===== config.mk =====
export PLATFORM = sky130hd
export DESIGN_NAME = path_rdi_auto_insert
export DESIGN_NICKNAME = d
export VERILOG_FILES = /design/src/hdl/rdi_insert_pkg.sv /design/src/hdl/rdi_code_select.sv /design/src/hdl/path_rdi_auto_insert.sv
export SDC_FILE = /design/constraint.sdc
export NUM_CORES = 1
export LEC_CHECK = 0
export ABC_AREA = 1
export BUFFER_PORTS_ARGS = -buffer_cell sky130_fd_sc_hd__buf_2
export CORE_ASPECT_RATIO = 1.75
export CORE_MARGIN = 2
export CORE_UTILIZATION = 30
export CTS_CLUSTER_DIAMETER = 200
export DETAILED_ROUTE_END_ITERATION = 8
export PLACE_DENSITY_LB_ADDON = 0.05
export SLEW_MARGIN = 20
export SYNTH_ARGS = -nofsm -noshare
export SYNTH_HDL_FRONTEND = slang
export SYNTH_SLANG_ARGS = --single-unit

===== constraint.sdc =====
create_clock -name core_clk -period 1.5 [get_ports core_clk]
set_clock_uncertainty 0.1 [all_clocks]
set_input_delay 0.3 -clock core_clk [delete_from_list [all_inputs] [get_ports core_clk]]
set_output_delay 0.3 -clock core_clk [all_outputs]
set_load 0.03 [all_outputs]

===== src/hdl/rdi_insert_pkg.sv =====
// Purpose: shared constants and carriers for path rdi auto insertion
// Assumes: 8-bit register port, sonet bit 1 is the msb of a byte
// Notes: rdi field sits in g1 bits 3..1 counted from lsb
package rdi_insert_pkg;

  // ****************************************
  // register map
  // ****************************************
  localparam logic [15:0] PATH_CTRL0_ADDR = 16'h1983;
  localparam logic [15:0] RDI_CTRL1_ADDR = 16'h19ca;
  localparam logic [15:0] RDI_CTRL0_ADDR = 16'h19cb;
  localparam logic [15:0] RDI_STATUS_ADDR = 16'h19cf;

  localparam logic [7:0] PATH_CTRL0_RESET = 8'h00;
  localparam logic [7:0] RDI_CTRL1_RESET = 8'h00;
  localparam logic [7:0] RDI_CTRL0_RESET = 8'h00;

  // ****************************************
  // field positions
  // ****************************************
  localparam int INSERT_SEL_LSB = 3;
  localparam int G1_RDI_LSB = 1;
  localparam logic [1:0] INSERT_SEL_AUTO = 2'h0;

  // ****************************************
  // carriers
  // ****************************************
  typedef struct packed {
    logic ais;
    logic lop;
    logic uneq;
    logic tim;
  } defect_set_t;

  typedef struct packed {
    logic [2:0] pointer_loss_defect_code;
    logic pointer_loss_trigger_en;
    logic [2:0] path_alarm_defect_code;
    logic path_alarm_trigger_en;
  } rdi_ctrl0_t;

  typedef struct packed {
    logic [2:0] trace_mismatch_defect_code;
    logic trace_mismatch_trigger_en;
    logic [2:0] unequipped_defect_code;
    logic unequipped_trigger_en;
  } rdi_ctrl1_t;

endpackage


===== src/hdl/rdi_code_select.sv =====
// Purpose: pick one rdi code from the enabled, declared defects
// Assumes: defects already registered by the caller
// Notes: fixed priority ais, pointer loss, unequipped, trace mismatch
`timescale 1ns/1ps
module rdi_code_select (
  // defects from the paired receiver
  input wire rdi_insert_pkg::defect_set_t defects,
  // control fields
  input wire rdi_insert_pkg::rdi_ctrl0_t ctrl0,
  input wire rdi_insert_pkg::rdi_ctrl1_t ctrl1,
  // selected code
  output logic [2:0] code,
  output logic hit
);

  always_comb begin
    code = 3'h0;
    hit = 1'b0;
    if (defects.ais && ctrl0.path_alarm_trigger_en) begin
      code = ctrl0.path_alarm_defect_code;
      hit = 1'b1;
    end else if (defects.lop && ctrl0.pointer_loss_trigger_en) begin
      code = ctrl0.pointer_loss_defect_code;
      hit = 1'b1;
    end else if (defects.uneq && ctrl1.unequipped_trigger_en) begin
      code = ctrl1.unequipped_defect_code;
      hit = 1'b1;
    end else if (defects.tim && ctrl1.trace_mismatch_trigger_en) begin
      code = ctrl1.trace_mismatch_defect_code;
      hit = 1'b1;
    end
  end

endmodule


===== src/hdl/path_rdi_auto_insert.sv =====
// Purpose: automatic path rdi insertion into the outbound g1 byte
// Assumes: g1_valid marks the g1 slot of the transmit frame stream
// Notes: other insertion modes pass g1 through unchanged
//
// Summary of operation
// - unequipped code is read/write in bits 3..1 of control byte 1.
// - control byte 1 bit 0 enables rdi on unequipped.
// - enabled declared unequipped puts its code into outbound g1 rdi bits unless enabled declared path alarm or pointer loss also triggers.
// - pointer loss code is read/write in bits 7..5 of control byte 0.
// - control byte 0 bit 4 enables rdi on pointer loss.
// - enabled declared pointer loss puts its code into outbound g1 rdi bits unless enabled declared path alarm also triggers.
// - path alarm code is read/write in bits 3..1 of control byte 0.
// - control byte 0 bit 0 enables rdi on path alarm.
// - enabled declared path alarm puts its code into outbound g1 rdi bits.
// - trace mismatch code is read/write in bits 7..5 of control byte 1.
// - triggers come only from the paired receive path processor.
// - control byte 1 bit 4 enables rdi on trace mismatch.
// - automatic insertion only while the insertion select field is zero.
// - chosen code goes into g1 bits 5 to 7, sonet numbering.
`timescale 1ns/1ps
module path_rdi_auto_insert #(
  parameter int ADDR_W = 16
) (
  // clock and reset
  input wire logic core_clk,
  input wire logic resetn,
  // register port
  input wire logic reg_cs,
  input wire logic reg_wr,
  input wire logic reg_rd,
  input wire logic [ADDR_W-1:0] reg_addr,
  input wire logic [7:0] reg_wdata,
  output logic [7:0] reg_rdata,
  output logic reg_rdata_valid,
  // defects from the paired receive path processor
  input wire rdi_insert_pkg::defect_set_t rx_defects,
  // transmit g1 stream
  input wire logic g1_valid,
  input wire logic [7:0] g1_in,
  output logic g1_out_valid,
  output logic [7:0] g1_out
);

  // ****************************************
  // elaboration check
  // ****************************************
  generate
    if (ADDR_W < 16) begin : g_bad_addr
      $error("ADDR_W must be at least 16");
    end
  endgenerate

  // ****************************************
  // registers
  // ****************************************
  logic [7:0] path_ctrl0_reg;
  rdi_insert_pkg::rdi_ctrl0_t path_rdi_control_pointer_ais_reg;
  rdi_insert_pkg::rdi_ctrl1_t path_rdi_control_trace_unequipped_reg;
  rdi_insert_pkg::defect_set_t defects_reg;
  logic [7:0] status_reg;
  logic [1:0] remote_defect_insert_select;
  logic [2:0] sel_code;
  logic sel_hit;
  logic wr_en;
  logic rd_en;

  assign wr_en = reg_cs && reg_wr;
  assign rd_en = reg_cs && reg_rd;
  assign remote_defect_insert_select = path_ctrl0_reg[rdi_insert_pkg::INSERT_SEL_LSB +: 2];

  function automatic logic addr_is(input logic [ADDR_W-1:0] a, input logic [15:0] ref_a);
    addr_is = (a == ADDR_W'(ref_a));
  endfunction

  function automatic logic sel_is_auto(input logic [1:0] s);
    sel_is_auto = (s == rdi_insert_pkg::INSERT_SEL_AUTO);
  endfunction

  always_ff @(posedge core_clk or negedge resetn) begin
    if (!resetn) begin
      path_ctrl0_reg <= rdi_insert_pkg::PATH_CTRL0_RESET;
    end else if (wr_en && addr_is(reg_addr, rdi_insert_pkg::PATH_CTRL0_ADDR)) begin
      path_ctrl0_reg <= reg_wdata;
    end
  end

  always_ff @(posedge core_clk or negedge resetn) begin
    if (!resetn) begin
      path_rdi_control_pointer_ais_reg <= rdi_insert_pkg::RDI_CTRL0_RESET;
    end else if (wr_en && addr_is(reg_addr, rdi_insert_pkg::RDI_CTRL0_ADDR)) begin
      path_rdi_control_pointer_ais_reg <= reg_wdata;
    end
  end

  always_ff @(posedge core_clk or negedge resetn) begin
    if (!resetn) begin
      path_rdi_control_trace_unequipped_reg <= rdi_insert_pkg::RDI_CTRL1_RESET;
    end else if (wr_en && addr_is(reg_addr, rdi_insert_pkg::RDI_CTRL1_ADDR)) begin
      path_rdi_control_trace_unequipped_reg <= reg_wdata;
    end
  end

  // ****************************************
  // read port
  // ****************************************
  always_ff @(posedge core_clk or negedge resetn) begin
    if (!resetn) begin
      reg_rdata <= 8'h00;
      reg_rdata_valid <= 1'b0;
    end else begin
      reg_rdata_valid <= rd_en;
      if (rd_en) begin
        if (addr_is(reg_addr, rdi_insert_pkg::PATH_CTRL0_ADDR)) begin
          reg_rdata <= path_ctrl0_reg;
        end else if (addr_is(reg_addr, rdi_insert_pkg::RDI_CTRL0_ADDR)) begin
          reg_rdata <= path_rdi_control_pointer_ais_reg;
        end else if (addr_is(reg_addr, rdi_insert_pkg::RDI_CTRL1_ADDR)) begin
          reg_rdata <= path_rdi_control_trace_unequipped_reg;
        end else if (addr_is(reg_addr, rdi_insert_pkg::RDI_STATUS_ADDR)) begin
          reg_rdata <= status_reg;
        end else begin
          reg_rdata <= 8'h00;
        end
      end
    end
  end

  // ****************************************
  // defect capture and code selection
  // ****************************************
  always_ff @(posedge core_clk or negedge resetn) begin
    if (!resetn) begin
      defects_reg <= '0;
    end else begin
      defects_reg <= rx_defects;
    end
  end

  rdi_code_select u_select (
    .defects(defects_reg),
    .ctrl0(path_rdi_control_pointer_ais_reg),
    .ctrl1(path_rdi_control_trace_unequipped_reg),
    .code(sel_code),
    .hit(sel_hit)
  );

  // status: hit, code, captured defects
  always_ff @(posedge core_clk or negedge resetn) begin
    if (!resetn) begin
      status_reg <= 8'h00;
    end else begin
      status_reg <= {sel_hit, sel_code, defects_reg};
    end
  end

  // ****************************************
  // g1 insertion
  // ****************************************
  always_ff @(posedge core_clk or negedge resetn) begin
    if (!resetn) begin
      g1_out <= 8'h00;
      g1_out_valid <= 1'b0;
    end else begin
      g1_out_valid <= g1_valid;
      if (g1_valid) begin
        if (sel_is_auto(remote_defect_insert_select)) begin
          g1_out <= {g1_in[7:4], sel_code, g1_in[0]};
        end else begin
          g1_out <= g1_in;
        end
      end
    end
  end

  logic auto_mode;
  assign auto_mode = sel_is_auto(remote_defect_insert_select);
endmodule


**After elaboration in Yosys (flattened, before gate mapping)**

Index checks and enable logic that the tools add are counted.

- Reduce and logical (&&, ||, !) cells: 10
- Multiplexer cells: 13
- Equality and inequality tests: 4

Operator list:

| operator | count |
|---|---|
| $eq 16x13->1 const B | 4 |
| $mux 8 | 4 |
| $mux 3 | 4 |
| $logic_and 1x1->1 | 9 |
| $mux 1 | 4 |
| $mux 4 | 1 |
| $logic_not 2->1 | 1 |

- Input port bits: 42
- Output and inout bits: 18
- Word-level logic and storage cells: 45
- Bits in registers: 54

**Longest topological paths before layout**

- Word-level depth: 6
- Depth in mapped cells: 9
- Mapped depth without buffers: 8

**Hierarchy**

A second synthesis with hierarchy kept.

- Cell total of the unflattened synthesis: 280
- Area, all modules: 2587.5 um^2

Modules (own cells, without submodules):

| module | instances | area each (um^2) | sequential area each (um^2) | cells each |
|---|---|---|---|---|
| path_rdi_auto_insert | 1 | 2422.3 | 1351.3 | 245 |
| rdi_code_select | 1 | 165.2 | 0.0 | 35 |

**Worst setup path after synthesis**

OpenSTA, ideal clock, no wires.

- Path type: input-to-reg
- Start: in reg_addr[5]
- End: reg path_rdi_control_trace_unequipped_reg[4] (netlist name)
- Buffers on the path: 1
- Library setup time: 0.118 ns
- Data arrival time: 1.140 ns
- Stages: 7
- Path slack: 0.142 ns
- Data required time: 1.282 ns
- Cells stage by stage: nor2_2 -> nand2_4 -> nor2_4 -> nand3_4 -> buf_6 -> nand2_2 -> o21ai_2

- Cells in the longest elaborated chain, start to end: 2

Ends and longest elaborated chain:

| element | line | source |
|---|---|---|
| start: declaration | path_rdi_auto_insert.sv:31 | `input wire logic [ADDR_W-1:0] reg_addr,` |
| $eq 16x13->1 | path_rdi_auto_insert.sv:72 | `addr_is = (a == ADDR_W'(ref_a));` |
| $logic_and 1x1->1 | path_rdi_auto_insert.sv:98 | `end else if (wr_en && addr_is(reg_addr, rdi_insert_pkg::RDI_CTRL1_ADDR)) begin` |
| end signal: assignment | path_rdi_auto_insert.sv:97 | `path_rdi_control_trace_unequipped_reg <= rdi_insert_pkg::RDI_CTRL1_RESET;` |
| end signal: assignment | path_rdi_auto_insert.sv:99 | `path_rdi_control_trace_unequipped_reg <= reg_wdata;` |
| end: declaration | path_rdi_auto_insert.sv:58 | `rdi_insert_pkg::rdi_ctrl1_t path_rdi_control_trace_unequipped_reg;` |

Every way passes these cells.
A chain may end at the register's enable or synchronous reset.

**Worst setup path after layout**

- Start: reg defects_reg[2] (netlist name)
- End: reg g1_out[1]

- Cells in the longest elaborated chain, start to end: 4

Ends and longest elaborated chain:

| element | line | source |
|---|---|---|
| start: declaration | path_rdi_auto_insert.sv:59 | `rdi_insert_pkg::defect_set_t defects_reg;` |
| start signal: assignment | path_rdi_auto_insert.sv:135 | `defects_reg <= rx_defects;` |
| $logic_and 1x1->1 | rdi_code_select.sv:22 | `end else if (defects.lop && ctrl0.pointer_loss_trigger_en) begin` |
| $mux 3 | rdi_code_select.sv:22 |  |
| $mux 3 | rdi_code_select.sv:19 | `if (defects.ais && ctrl0.path_alarm_trigger_en) begin` |
| $mux 4 | path_rdi_auto_insert.sv:166 | `if (sel_is_auto(remote_defect_insert_select)) begin` |
| end signal: assignment | path_rdi_auto_insert.sv:167 | `g1_out <= {g1_in[7:4], sel_code, g1_in[0]};` |
| end signal: assignment | path_rdi_auto_insert.sv:169 | `g1_out <= g1_in;` |
| end: declaration | path_rdi_auto_insert.sv:41 | `output logic [7:0] g1_out` |

Every way passes these cells.

==> impl_metrics.csv <==
group,metric,value,unit
outcome,status,"completed",
timing,hold_viol_final,0,
global_routing,grt_first_pass_wirelength,11.0,mm
layout,fillers,928,
layout,antenna_cells,0,
timing,finalSetupTns,0,ps
critical_path,crit_fanout,6,
layout,syn_to_final_growth,28.4,%
detailed_routing,vias_per_cell,4.39,
pwr,power_leakage,1.86,nW
timing,fin_crit,1360,ps
layout,drive_above_1_share,35.5,%
synth,synthArstFlopShare,100,%
timing,worstMarginPinSlew,395,ps
synth,seq_area_frac_synth,51.5,%
global_routing,antenna_found_initial,0,
detailed_routing,ant_nets,0,
detailed_routing,firstDrtPassIters,4,
synth,synth_cell_types,21,
timing,setup_viol,0,
global_routing,grt_overflow,0,
timing,rsz0062_at_grt,"true",
floorplanning,dieArea,0.00954,mm2
global_routing,grt_pass1_vias,2225,
pwr,ir_drop,0.000613,V
global_routing,grt_max_degree,26,
critical_path,cp.required,1590,ps
critical_path,reg2reg_slack,140,ps
pwr,power_frac_seq,51.3,%
synth,synth_largest_area_cell,"dfrtp_1",
floorplanning,row_count,45,
floorplanning,ios,60,
cts,cts_root_buf,"clkbuf_16",
synth,syn_avg_cell_area,9.05,um2
hold_path,hold_class,"input pin to flop",
cts,numCtsBuffers,5,
floorplanning,die_w,74.7,um
timing,post-route-period-util,90.4,%
pwr,power.density,867,mW/mm2
cts,clkTransAtPathRegs,70,ps
cts,cts_tree,"built",
synth,yosysWarningCount,0,
job,cap_violations,0,
synth,synth_edf_count,0,
critical_path,critical_path_arrival,1450,ps
pwr,p_clk_share,40.3,%
synth,synth_seq_cells,54,
critical_path,critPathKind,"flop to flop",
pwr,swShare,23.4,%
critical_path,crit_path_end_kind,"flop",
placement,hpwlAfterDp,5.30,mm
layout,multi_input_area,0.00110,mm2
detailed_routing,drt-initial-drc-count,84,
synth,synthTopCellsByCount,"nand2_1, dfrtp_1, nand3_1",
timing,slew_headroom,73.4,%
global_routing,track_usage,15.5,%
pwr,p_int,0.00224,W
cts,clock_latency,290,ps
placement,port_buffers,59,
detailed_routing,routedWlPerCell,13.2,um
timing,max_freq,738,MHz
synth,synth.cell_area,0.00262,mm2
cts,h-tree-depth,2,
synth,synth_nets,332,
floorplanning,die_y,128,um
floorplanning,core_area,0.00861,mm2
cts,numClockSinks,54,
cts,cts_buffer_depth,2,
layout,nets,413,
synth,yosysTopAreaCellShare,51.5,%
detailed_routing,num_vias,2145,
critical_path,crit_path_start_kind,"flop",
layout,seqCellArea,0.00135,mm2
floorplanning,start_util,30.5,%
detailed_routing,drt_wl_total,6.48,mm
pwr,switchingPower,0.000685,W
cts,cts_setup_buffers,0,
placement,gp_congestion,0.849,
pwr,combPwrFrac,8.4,%
synth,synth_area_leaders,"dfrtp_1, nand2_1, nand3_1, o21ai_2, inv_1",
pwr,total_power,0.00292,W
synth,synth_flop_cell,"dfrtp_1",
synth,yosysMostFrequentCell,"nand2_1",
timing,drv_slew,0,
synth,synthCells,290,
detailed_routing,drc_errors,0,
layout make-up:
type                    count  area share [%]
inverters                  26            2.90
flip-flops and latches     54            40.1
well taps                 117            4.34
repair buffers             80            15.5
clock buffers               7            4.23
clock inverters             1           0.149
multi-input cells         204            32.8
per-stage QoR:
stage / instances / hold slack, ps / instance area (um2) / util (%) / setup WS, ps
final: 489 / 11.0 / 3370 / 39.1 / 144
after global routing: 489 / 6.80 / 3370 / 39.1 / -2.06
after CTS: 488 / 0.418 / 3350 / 38.9 / 29.3
after detailed placement: 478 / 149 / 3190 / 37.0 / -31.0
after global placement: 478 / 144 / 3190 / 37.0 / -41.4
after floorplan: 290 / -95.6 / 2620 / - / 142
per-layer routing:
metal,up-vias,track usage (%),part of all wire (%)
met5,-,0,0
met4,0,6.62,2.2
met3,10,2.44,2.5
met2,47,27.5,55
met1,989,17.9,40
li1,1099,-,-
layout by cell type (no fill, tap or decap), drive strengths merged:
master	synthesis	layout
clkbuf	0	7
o211ai	2	2
nand3	38	38
nand2	102	102
nand4	9	9
inv	24	24
nor2	20	20
clkinv	2	3
dlygate4sd3	0	3
dfrtp	54	54
o21ai	31	31
a21oi	2	2
buf	6	77
timing repair:
item | in CTS | in global routing
hold endpoints to repair | 14 | 1
gates resized for setup | 0 | 3
setup endpoints to repair | 0 | 3
hold buffers | 2 | 1
critical path: stages (launching register included):
cell and delay [ps]:
dfrtp_1 400, nand2_1 190, o21ai_0 100, inv_1 60, nand2_1 40, o21ai_0 160, nand2_1 90, nand2_1 70
nand2_1 40
worst paths after layout:
path | start | to | cells after the start
min | rx_defects[2] | defects_reg[2] | 1
min in group asynchronous | resetn | g1_out[5] | 2
min reg2reg | defects_reg[1] | status_reg[1] | 0
max reg2reg | defects_reg[2] | g1_out[1] | 8
max in group asynchronous | resetn | path_rdi_control_pointer_ais_reg[6] | 3
max | defects_reg[2] | g1_out[1] | 8
kinds of logic after synthesis:
| group | count (synthesis) | synth area share (%) |
|---|---|---|
| buffers and inverters | 32 | 6.63 |
| AOI/OAI and AO/OA | 35 | 9.44 |
| and+or+nand+nor | 169 | 32.4 |
| DFF | 54 | 51.5 |
power by group through the flow:
stage | sequential (W) | clock, W | combinational, W
2_1_floorplan | 0.00156 | 0 | 0.0000671
3_3_place_gp | 0.00153 | 0 | 0.000245
3_5_place_dp | 0.00153 | 0 | 0.000248
4_1_cts | 0.00150 | 0.00124 | 0.000252
5_1_grt | 0.00150 | 0.00128 | 0.000277
6_report | 0.00150 | 0.00118 | 0.000245
Power figures use the tool's default switching activity.
